===== src/scdc_pkg.sv =====
// constants shared by the scan cycle counter device and its host end
// Operation
// - 32-bit down counter from four byte segments
// - loads accepted whether enabled or not
// - four counter writes, lowest byte first
// - foreign write restarts load byte sequencing
// - terminal count or reset pin clears counter
// - sync reset bit leaves counter untouched
// - all four bytes readable directly, no latch
// - single step: one decrement, test clock held
// - zero count stays zero, never wraps
// - host loads nonzero count before single step; the bench also loads zero and steps it
// - terminal count ends shift, swaps buffer register
package scdc_pkg;
    localparam int CNT_W   = 32;
    localparam int SEG_W   = 8;
    localparam int SEGS    = CNT_W / SEG_W;
    localparam int SEL_W   = 2;
    localparam int ADDR_W  = 3;
    localparam logic [ADDR_W-1:0] CNT_ADDR = 3'h0;
    localparam logic [SEL_W-1:0]  LAST_SEG = 2'h3;
    // host register byte offsets
    localparam int AVS_AW = 5;
    localparam logic [AVS_AW-1:0] OFS_LOAD   = 5'h00;
    localparam logic [AVS_AW-1:0] OFS_CMD    = 5'h04;
    localparam logic [AVS_AW-1:0] OFS_READ   = 5'h08;
    localparam logic [AVS_AW-1:0] OFS_STATUS = 5'h0c;
    localparam logic [AVS_AW-1:0] OFS_IRQ    = 5'h10;
    localparam logic [AVS_AW-1:0] OFS_MASK   = 5'h14;
    // field positions
    localparam int CMD_LOAD  = 0;
    localparam int CMD_READ  = 1;
    localparam int IRQ_LOAD  = 0;
    localparam int IRQ_READ  = 1;
    localparam int IRQ_W     = 2;
    localparam int STAT_BUSY = 0;
    // reset values
    localparam logic [CNT_W-1:0]  CNT_RESET = 32'h00000000;
    localparam logic [IRQ_W-1:0]  MASK_RESET = 2'h0;
endpackage


===== src/scdc_link_if.sv =====
// byte-wide parallel host port between host end and counter device
interface scdc_link_if;
    import scdc_pkg::*;
    logic              wrStb;
    logic              rdStb;
    logic [ADDR_W-1:0] addr;
    logic [SEG_W-1:0]  wrData;
    logic [SEG_W-1:0]  rdData;
    logic              rdy;

    modport dev (
        input  wrStb,
        input  rdStb,
        input  addr,
        input  wrData,
        output rdData,
        output rdy
    );

    modport host (
        output wrStb,
        output rdStb,
        output addr,
        output wrData,
        input  rdData,
        input  rdy
    );
endinterface


===== src/scdc_host.sv =====
// host end: avalon slave registers driving byte loads and reads
module scdc_host
    import scdc_pkg::*;
(
    // clock and reset
    input  wire logic              ref_clk,
    input  wire logic              nrst,
    // avalon-mm slave
    input  wire logic [AVS_AW-1:0] avs_address,
    input  wire logic              avs_read,
    input  wire logic              avs_write,
    input  wire logic [CNT_W-1:0]  avs_writedata,
    output logic [CNT_W-1:0]       avs_readdata,
    output logic                   avs_waitrequest,
    // interrupt
    output logic                   irq,
    // parallel host port
    scdc_link_if.host              link
);

    typedef enum {H_IDLE, H_WR, H_WR_WAIT, H_RD, H_RD_WAIT} scdc_hstate_t;

    scdc_hstate_t     state;
    scdc_hstate_t     next_state;
    logic [CNT_W-1:0] loadData;
    logic [CNT_W-1:0] next_loadData;
    logic [CNT_W-1:0] readData;
    logic [CNT_W-1:0] next_readData;
    logic [SEL_W-1:0] byteIdx;
    logic [SEL_W-1:0] next_byteIdx;
    logic [SEG_W-1:0] wrData;
    logic [SEG_W-1:0] next_wrData;
    logic [IRQ_W-1:0] irqStatus;
    logic [IRQ_W-1:0] next_irqStatus;
    logic [IRQ_W-1:0] irqMask;
    logic [IRQ_W-1:0] next_irqMask;
    logic [IRQ_W-1:0] irqSet;
    logic             ack;
    logic             next_ack;
    logic [CNT_W-1:0] next_readdata;
    logic             busWr;
    logic             busy;

    always_comb begin
        busy          = (state != H_IDLE);
        busWr         = avs_write & ack;
        next_ack      = (avs_read | avs_write) & ~ack;
        next_readdata = avs_readdata;
        if (avs_read && !ack) begin
            case (avs_address)
                OFS_LOAD:   next_readdata = loadData;
                OFS_READ:   next_readdata = readData;
                OFS_STATUS: next_readdata = {31'h00000000, busy};
                OFS_IRQ:    next_readdata = {30'h00000000, irqStatus};
                OFS_MASK:   next_readdata = {30'h00000000, irqMask};
                default:    next_readdata = '0;
            endcase
        end

        next_state    = state;
        next_loadData = loadData;
        next_readData = readData;
        next_byteIdx  = byteIdx;
        next_wrData   = wrData;
        next_irqMask  = irqMask;
        irqSet        = '0;

        if (busWr && avs_address == OFS_LOAD && !busy) begin
            next_loadData = avs_writedata;
        end
        if (busWr && avs_address == OFS_MASK) begin
            next_irqMask = avs_writedata[IRQ_W-1:0];
        end

        case (state)
            H_IDLE: begin
                next_byteIdx = '0;
                if (busWr && avs_address == OFS_CMD) begin
                    if (avs_writedata[CMD_LOAD]) begin
                        // lowest byte goes first
                        next_wrData = loadData[SEG_W-1:0];
                        next_state  = H_WR;
                    end else if (avs_writedata[CMD_READ]) begin
                        next_state = H_RD;
                    end
                end
            end
            H_WR: next_state = H_WR_WAIT;
            H_WR_WAIT: begin
                if (link.rdy) begin
                    // four counter writes back to back, nothing between
                    next_byteIdx = byteIdx + 2'h1;
                    next_wrData  = loadData[SEL_W'(byteIdx + 2'h1)*SEG_W +: SEG_W];
                    if (byteIdx == LAST_SEG) begin
                        irqSet[IRQ_LOAD] = 1'b1;
                        next_state       = H_IDLE;
                    end else begin
                        next_state = H_WR;
                    end
                end
            end
            H_RD: next_state = H_RD_WAIT;
            H_RD_WAIT: begin
                if (link.rdy) begin
                    next_readData[byteIdx*SEG_W +: SEG_W] = link.rdData;
                    next_byteIdx = byteIdx + 2'h1;
                    if (byteIdx == LAST_SEG) begin
                        irqSet[IRQ_READ] = 1'b1;
                        next_state       = H_IDLE;
                    end else begin
                        next_state = H_RD;
                    end
                end
            end
            default: next_state = H_IDLE;
        endcase

        // set wins over write-one-to-clear
        next_irqStatus = irqStatus;
        if (busWr && avs_address == OFS_IRQ) begin
            next_irqStatus = irqStatus & ~avs_writedata[IRQ_W-1:0];
        end
        next_irqStatus = next_irqStatus | irqSet;
    end

    always_ff @(posedge ref_clk) begin
        if (!nrst) begin
            state        <= H_IDLE;
            loadData     <= CNT_RESET;
            readData     <= CNT_RESET;
            byteIdx      <= '0;
            wrData       <= '0;
            irqStatus    <= '0;
            irqMask      <= MASK_RESET;
            ack          <= 1'b0;
            avs_readdata <= '0;
        end else begin
            state        <= next_state;
            loadData     <= next_loadData;
            readData     <= next_readData;
            byteIdx      <= next_byteIdx;
            wrData       <= next_wrData;
            irqStatus    <= next_irqStatus;
            irqMask      <= next_irqMask;
            ack          <= next_ack;
            avs_readdata <= next_readdata;
        end
    end

    assign avs_waitrequest = (avs_read | avs_write) & ~ack;
    assign irq             = |(irqStatus & irqMask);
    assign link.wrStb      = (state == H_WR);
    assign link.rdStb      = (state == H_RD);
    assign link.addr       = CNT_ADDR;
    assign link.wrData     = wrData;

endmodule


===== src/flat_wrapper.sv =====
// flat-port wrapper written by rule: the top's interface ports become plain ports
module scdc_host_flat import scdc_pkg::*;
  (ref_clk, nrst, avs_address, avs_read, avs_write, avs_writedata, avs_readdata, avs_waitrequest, irq, link_wrStb, link_rdStb, link_addr, link_wrData, link_rdData, link_rdy);
  scdc_link_if link_i ();
  input  wire logic ref_clk;
  input  wire logic nrst;
  input  wire logic [AVS_AW-1:0] avs_address;
  input  wire logic avs_read;
  input  wire logic avs_write;
  input  wire logic [CNT_W-1:0] avs_writedata;
  output logic [CNT_W-1:0] avs_readdata;
  output logic avs_waitrequest;
  output logic irq;
  output wire logic [$bits(link_i.wrStb)-1:0] link_wrStb;
  output wire logic [$bits(link_i.rdStb)-1:0] link_rdStb;
  output wire logic [$bits(link_i.addr)-1:0] link_addr;
  output wire logic [$bits(link_i.wrData)-1:0] link_wrData;
  input wire logic [$bits(link_i.rdData)-1:0] link_rdData;
  input wire logic [$bits(link_i.rdy)-1:0] link_rdy;
  assign link_wrStb = link_i.wrStb;
  assign link_rdStb = link_i.rdStb;
  assign link_addr = link_i.addr;
  assign link_wrData = link_i.wrData;
  assign link_i.rdData = link_rdData;
  assign link_i.rdy = link_rdy;
  scdc_host u_core (.ref_clk(ref_clk), .nrst(nrst), .avs_address(avs_address), .avs_read(avs_read), .avs_write(avs_write), .avs_writedata(avs_writedata), .avs_readdata(avs_readdata), .avs_waitrequest(avs_waitrequest), .irq(irq), .link(link_i));
endmodule

===== config.mk =====
export PLATFORM = sky130hd
export DESIGN_NAME = scdc_host_flat
export DESIGN_NICKNAME = d
export VERILOG_FILES = /design/src/scdc_pkg.sv /design/src/scdc_link_if.sv /design/src/scdc_host.sv /design/src/flat_wrapper.sv
export SDC_FILE = /design/constraint.sdc
export NUM_CORES = 1
export LEC_CHECK = 0
export BUFFER_PORTS_ARGS = -buffer_cell sky130_fd_sc_hd__buf_2
export CAP_MARGIN = 0
export CORE_MARGIN = 2
export CORE_UTILIZATION = 45
export CTS_BUF_LIST = sky130_fd_sc_hd__clkbuf_16
export CTS_CLUSTER_DIAMETER = 200
export CTS_CLUSTER_SIZE = 30
export DETAILED_ROUTE_END_ITERATION = 8
export HOLD_SLACK_MARGIN = 0.08
export PLACE_DENSITY = 0.75
export SKIP_LAST_GASP = 1
export SLEW_MARGIN = 40
export SYNTH_ARGS = -nofsm -noshare
export SYNTH_HDL_FRONTEND = slang
export SYNTH_SLANG_ARGS = --single-unit
export TNS_END_PERCENT = 10

===== constraint.sdc =====
create_clock -name ref_clk -period 1.9 [get_ports ref_clk]
set_input_delay 0.38 -clock ref_clk [delete_from_list [all_inputs] [get_ports ref_clk]]
set_output_delay 0.38 -clock ref_clk [all_outputs]
set_load 0.005 [all_outputs]

# ---- Word-level counts from Yosys, hierarchy flattened
# Cells that the tools add are included.
dict set report op_classes {
  n_reduce_logical 19
  bitwise 8
  div 0
  n_shift 3
  n_addsub 2
  muxes 21
  eq_ne 18
  n_lt_le_gt_ge 0
  n_mul 0
}
# operator n
set op_table {}
lappend op_table {{32-bit case mux with 5 select lines} 2}
lappend op_table {{32-bit two-way mux} 5}
lappend op_table {{32-bit by 2-bit == test with 1-bit output, second input constant} 3}
lappend op_table {{32-bit by 3-bit == test with 1-bit output, second input constant} 2}
lappend op_table {{5-bit negation with 34-bit output} 1}
lappend op_table {{8-bit by 34-bit variable shift with 32-bit output, first input constant} 1}
lappend op_table {{8-bit by 34-bit variable part select with 32-bit output} 1}
lappend op_table {{32-bit bitwise mux} 1}
lappend op_table {{32-bit by 1-bit == test with 1-bit output, second input constant} 1}
lappend op_table {{32-bit zero test} 1}
lappend op_table {{32-bit nonzero test} 1}
lappend op_table {{32-bit by 6-bit variable part select with 8-bit output} 1}
lappend op_table {{8-bit two-way mux} 3}
lappend op_table {{8-bit case mux with 2 select lines} 1}
lappend op_table {{5-bit by 4-bit == test with 1-bit output, second input constant} 2}
lappend op_table {{5-bit == test, second input constant} 2}
lappend op_table {{4-bit AND reduction} 2}
lappend op_table {{1-bit logical AND} 6}
lappend op_table {{2-bit two-way mux} 3}
lappend op_table {{2-bit != test, second input constant} 3}
lappend op_table {{5-bit by 3-bit == test with 1-bit output, second input constant} 1}
lappend op_table {{5-bit zero test} 1}
lappend op_table {{1-bit two-way mux} 5}
lappend op_table {{2-bit bitwise AND} 2}
lappend op_table {{14 further kinds} 20}
dict set report totals {
  ram_bits 0
  register_bits 143
  memories 0
  latchBits 0
  input_bits 50
  romBits 0
}

# ---- Longest topological paths before layout
dict set report depth {
  ltp_word 5
  ltp_mapped 9
}

# ---- Least setup slack after synthesis
# Ideal clock, no wire load.
dict set report synth_path {
  path_type {reg2reg}
  startpoint {register u_core.byteIdx[0]}
  endpoint {register u_core.readData[17]}
  path_stages_with_launch 10
  path_slack_ns -0.177
  arrival_ns 2.002
  required_ns 1.824
  n_path_buf 3
  setup_ns 0.076
  path_cell_list {dfxtp_1 -> clkbuf_1 -> inv_1 -> ha_1 -> buf_2 -> inv_1 -> clkbuf_1 -> nor3_1 -> nand3_1 -> a21boi_0}
}
dict set report synth_between {
  elab_chain_len 3
}
# item line_no
set synth_rtl {}
lappend synth_rtl {{start, declared} scdc_host.sv:29} ;# logic [SEL_W-1:0] byteIdx;
lappend synth_rtl {{start signal, assigned} scdc_host.sv:141} ;# byteIdx <= next_byteIdx;
lappend synth_rtl {{5-bit negation with 34-bit output (*)} scdc_host.sv:105} ;# next_readData[byteIdx*SEG_W +: SEG_W] = link.rdData;
lappend synth_rtl {{8-bit by 34-bit variable part select with 32-bit output or 8-bit by 34-bit variable shift with 32-bit output (tied branches)} scdc_host.sv:105}
lappend synth_rtl {{32-bit bitwise mux (*)} scdc_host.sv:105}
lappend synth_rtl {{end signal, assigned} scdc_host.sv:140} ;# readData <= next_readData;
lappend synth_rtl {{end, declared} scdc_host.sv:27} ;# logic [CNT_W-1:0] readData;
# Mark *: on every way between the ends. The rest lies on a longest branch, timed or not.
# A chain may end at the register's enable or synchronous reset.

# ---- Worst setup path after layout
dict set report layout_path {
  startpoint {register u_core.byteIdx[1]}
  endpoint {register u_core.wrData[6] (netlist: u_core.link.wrData[6])}
}
dict set report layout_between {
  elab_chain_len 4
}
# item line_no
set layout_rtl {}
lappend layout_rtl {{2-bit by 1-bit adder with 2-bit output} scdc_host.sv:93} ;# next_wrData = loadData[SEL_W'(byteIdx + 2'h1)*SEG_W +: SEG_W];
lappend layout_rtl {{32-bit by 6-bit variable part select with 8-bit output} scdc_host.sv:93}
lappend layout_rtl {{8-bit two-way mux} scdc_host.sv:90} ;# if (link.rdy) begin
lappend layout_rtl {{8-bit case mux with 2 select lines} scdc_host.sv:75} ;# case (state)
lappend layout_rtl {{end signal, assigned} scdc_host.sv:142} ;# wrData <= next_wrData;
lappend layout_rtl {{end, declared} scdc_host.sv:31} ;# logic [SEG_W-1:0] wrData;
# Every way passes these cells. The select of a mux whose other input is x is not followed.

==> flow_summary_export.csv <==
group,metric,value,unit
logic_synthesis,synth_cell_type_count,57,
critical_path,timing.critical_path.from_type,"flop",
placement,gp_routability_congestion,0.9323,
detailed_routing,via_to_cell_ratio,5.532,
clocking,clkSinkCount,114,
sta,fin_crit,1.849,ns
layout,final_cells,852,
global_routing,first_global_vias,4511,
sta,finalSetupViolations,0,
logic_synthesis,synth_top_area_cell,"sky130_fd_sc_hd__dfxtp_1",
critical_path,cp.arrival,2.14,ns
clocking,clockRootBuffer,"sky130_fd_sc_hd__clkbuf_16",
layout,number_of_antenna_diodes,0,
critical_path,worstPathRequired,2.19,ns
logic_synthesis,syn-mean-instance-area,8.509,sq um
critical_path,crit_path_class,"flop to flop",
critical_path,worstPathMaxFanout,8,
floorplan,chipHeight,111.2,um
placement,io_buf_count,93,
sta,max_clock_freq,540.7,MHz
floorplan,floorplan.io_pins,97,
logic_synthesis,largest_family_of_logic_cells_by_synthesized_area,"compound AO/OA/AOI/OAI gates",
logic_synthesis,predominant_post_synthesis_flop_cell,"sky130_fd_sc_hd__dfxtp_1",
global_routing,grt_pass1_wl,22810,um
power_and_ir_drop,power_leakage,2.395,nW
global_routing,overflow,0,
clocking,ctsLongestPathBuffers,2,
clocking,clock_latency,0.40,ns
logic_synthesis,synth-edff-count,0,
detailed_routing,drt_iter0_markers,406,
clocking,numCtsBuffers,17,
critical_path,cp_endpoint_kind,"flop",
sta,grt_setup_unrepaired,"true",
min_path,min_to,"u_core.irqStatus[1]$_SDFF_PN0_",
min_path,whs_path_depth,2,
floorplan,design.die.area,12370,sq um
layout,num-fill-cells,1038,
layout,postLayoutCoreUtil,56.22,%
logic_synthesis,yosys_register_bits,114,
min_path,hold_path_class,"primary input to flop",
clocking,htree_levels,4,
logic_synthesis,post_synth_xor_area_fraction,0,%
outcome,outcome,"finished clean",
logic_synthesis,synth_seq_area_share,44.11,%
critical_path,path_delay_family,"compound AO/OA/AOI/OAI gates",
layout,layout.cells.most_common,"sky130_fd_sc_hd__nand2_1",
placement,place.detailed.hpwl,10840,um
layout,finalNetCount,755,
detailed_routing,drc,0,
floorplan,die_w,111.2,um
critical_path,worst_r2r_endpoint,"u_core.link.wrData[6]$_SDFFE_PN0P_",
global_routing,grt_use_total,23.27,%
critical_path,cp_num_buf_inv,1,
sta,fin_skew,0.008027,ns
layout,final_cell_mix,"sky130_fd_sc_hd__nand2_1 (141), sky130_fd_sc_hd__dfxtp_1 (112), sky130_fd_sc_hd__buf_2 (93)",
logic_synthesis,ys_top_cells_by_area,"sky130_fd_sc_hd__dfxtp_1 (44%), sky130_fd_sc_hd__nand2_1 (10%), sky130_fd_sc_hd__a21boi_0 (8.1%), sky130_fd_sc_hd__a22oi_1 (4.6%), sky130_fd_sc_hd__o21ai_0 (3.5%)",
placement,placed_cells,822,
logic_synthesis,synthesized_area_fraction_occupied_by_ao_oa_aoi_and_oai_cells,24.57,%
layout,layout-area-overhead-vs-synth,23.02,%
placement,place_ws,-0.002047,ns
sta,timing_hold_violations_final,0,
floorplan,number_of_placement_rows,39,
critical_path,critical-path-slowest-cell,"sky130_fd_sc_hd__a2111o_1",
logic_synthesis,yosys.area_share.adder,1.403,%
global_routing,number_of_antenna_violations_at_the_first_check_in_global_routing,0,
min_path,hold_start,"avs_writedata[1]",
detailed_routing,postRouteAntennaNets,0,
detailed_routing,dr_total_vias,4713,
logic_synthesis,post_synth_simple_gate_area,21.77,%
logic_synthesis,yosys_warnings,0,
detailed_routing,route.final.wire_length,14610,um
detailed_routing,detail_route.first_pass.iterations,6,
logic_synthesis,netlist.area_leader.share,44.11,%
critical_path,worstPathCellList,"inv_1, ha_4, mux2i_1, nor3_1, a2111o_1, o221a_2",
sta,postLayoutSetupSlackWorst,0.05051,ns
logic_synthesis,ffs_w_async_s_r_synth,0,%
floorplan,core_area,11320,sq um
clocking,cts.reportedPaths.clkPinSlew,0.05,ns
critical_path,crit_path_max_incr_delay,0.41,ns
sta,final_max_slew_viol_count,0,
floorplan,starting_density_of_the_core,45.70,%
power_and_ir_drop,vdd_drop_max,0.6098,mV
critical_path,worstRegToRegCells,6,
logic_synthesis,post_synth_instance_area,5174,sq um
logic_synthesis,syn-instance-count,608,
critical_path,reg2reg_slack,0.05,ns
sta,hold-worst-slack,0.2179,ns
clocking,ctsHoldBuffers,0,
global_routing,grt_max_degree,48,
sta,setup-tns-final,0,ns
sta,tcrit_tclk_final,97.34,%
clocking,tritoncts,"done",
critical_path,critical_path.reg2reg.startpoint,"u_core.byteIdx[1]$_SDFFE_PN0P_",
logic_synthesis,post_synth_mux_area_share,2.394,%
job,timing.max_cap.violations,0,
power_and_ir_drop,p_per_area,859.9,nW/um^2
detailed_routing,routed_wire_length_per_instance,17.15,um
layout,layout-drive-gt1-share,23.55,%
## worst max path at each step
stage / from / end / cells after the start
floorplan: u_core.byteIdx[0]$_SDFFE_PN0P_ / u_core.link.wrData[6]$_SDFFE_PN0P_ / 8
global placement: u_core.byteIdx[1]$_SDFFE_PN0P_ / u_core.link.wrData[6]$_SDFFE_PN0P_ / 6
detailed placement: u_core.byteIdx[1]$_SDFFE_PN0P_ / u_core.readData[7]$_SDFFE_PN0P_ / 6
CTS: u_core.byteIdx[1]$_SDFFE_PN0P_ / u_core.readData[7]$_SDFFE_PN0P_ / 6
global route: u_core.state[1]$_SDFFE_PN0P_ / link_rdStb / 3
finish: u_core.byteIdx[1]$_SDFFE_PN0P_ / u_core.link.wrData[6]$_SDFFE_PN0P_ / 6
## layout make-up
class / count / area [sq um] / area share [%]
inverters: 5 / 22.52 / 0.3538
clock buffers: 17 / 425.4 / 6.684
multi-input cells: 437 / 2636 / 41.42
clock inverters: 11 / 98.84 / 1.553
well taps: 143 / 178.9 / 2.811
repair buffers: 124 / 710.7 / 11.17
repair inverters: 1 / 7.507 / 0.1179
flip-flops and latches: 114 / 2285 / 35.90
## power by group
group	switching, mW	internal, mW
Clock	1.01	1.86
Combinational	0.122	0.0874
Sequential	0.00437	2.40
## cells in the mapped netlist (4+ instances only)
library cell               count
sky130_fd_sc_hd__nor2b_1       7
sky130_fd_sc_hd__ha_1          5
sky130_fd_sc_hd__nand2b_1      4
sky130_fd_sc_hd__a221o_1       5
sky130_fd_sc_hd__a31oi_1       5
sky130_fd_sc_hd__inv_1         5
sky130_fd_sc_hd__buf_2        16
sky130_fd_sc_hd__or3_1         8
sky130_fd_sc_hd__nor3_1        5
sky130_fd_sc_hd__nor2_1        7
sky130_fd_sc_hd__a21boi_1      9
sky130_fd_sc_hd__a22oi_1      32
sky130_fd_sc_hd__nand3_1      26
sky130_fd_sc_hd__clkbuf_1     28
sky130_fd_sc_hd__dfxtp_1     114
sky130_fd_sc_hd__nand2_1     141
sky130_fd_sc_hd__a21oi_1       9
sky130_fd_sc_hd__buf_4         4
sky130_fd_sc_hd__o21ai_0      36
sky130_fd_sc_hd__o21ai_1       7
sky130_fd_sc_hd__o211ai_1      7
sky130_fd_sc_hd__buf_6         5
sky130_fd_sc_hd__mux2i_1       9
sky130_fd_sc_hd__a21boi_0     56
sky130_fd_sc_hd__and2_1       13
## per-layer routing
| layer | track usage [%] | part of all wire, % |
|---|---|---|
| met1 | 29.35 | 43 |
| met2 | 38.70 | 48 |
| met3 | 6.014 | 6.7 |
| met4 | 7.984 | 2.2 |
| met5 | 0 | 0 |
## what timing repair did
item | 4_1_cts | 5_1_grt
resized for setup | 1 | 6
setup buffers | 0 | 1
endpoints found under the hold margin | 0 | 0
cloned | 0 | 1
endpoints found under the setup margin | 3 | 26
## registers in the layout (all words and copies together), names as in the netlist
signal	flops
u_core.loadData	32
u_core.link.wrData	8
u_core.irqMask	2
u_core.avs_readdata	32
u_core.byteIdx	2
u_core.ack	1
u_core.state	3
u_core.irqStatus	2
u_core.readData	32
## per-stage QoR
step	power (mW)	cell area, sq um
after floorplan	2.560	5201
after global placement	2.653	5797
after detailed placement	2.657	5797
after CTS	5.500	6322
after global routing	5.627	6365
final	5.473	6365
## logic make-up after synthesis
group,Yosys count
buffers and inverters,59
AND/OR/NAND/NOR,235
other,1
AO/OA/AOI/OAI,181
flip-flops,114
adder cells (fa/ha/maj),6
multiplexers,12
Power figures use the tool's default switching activity.
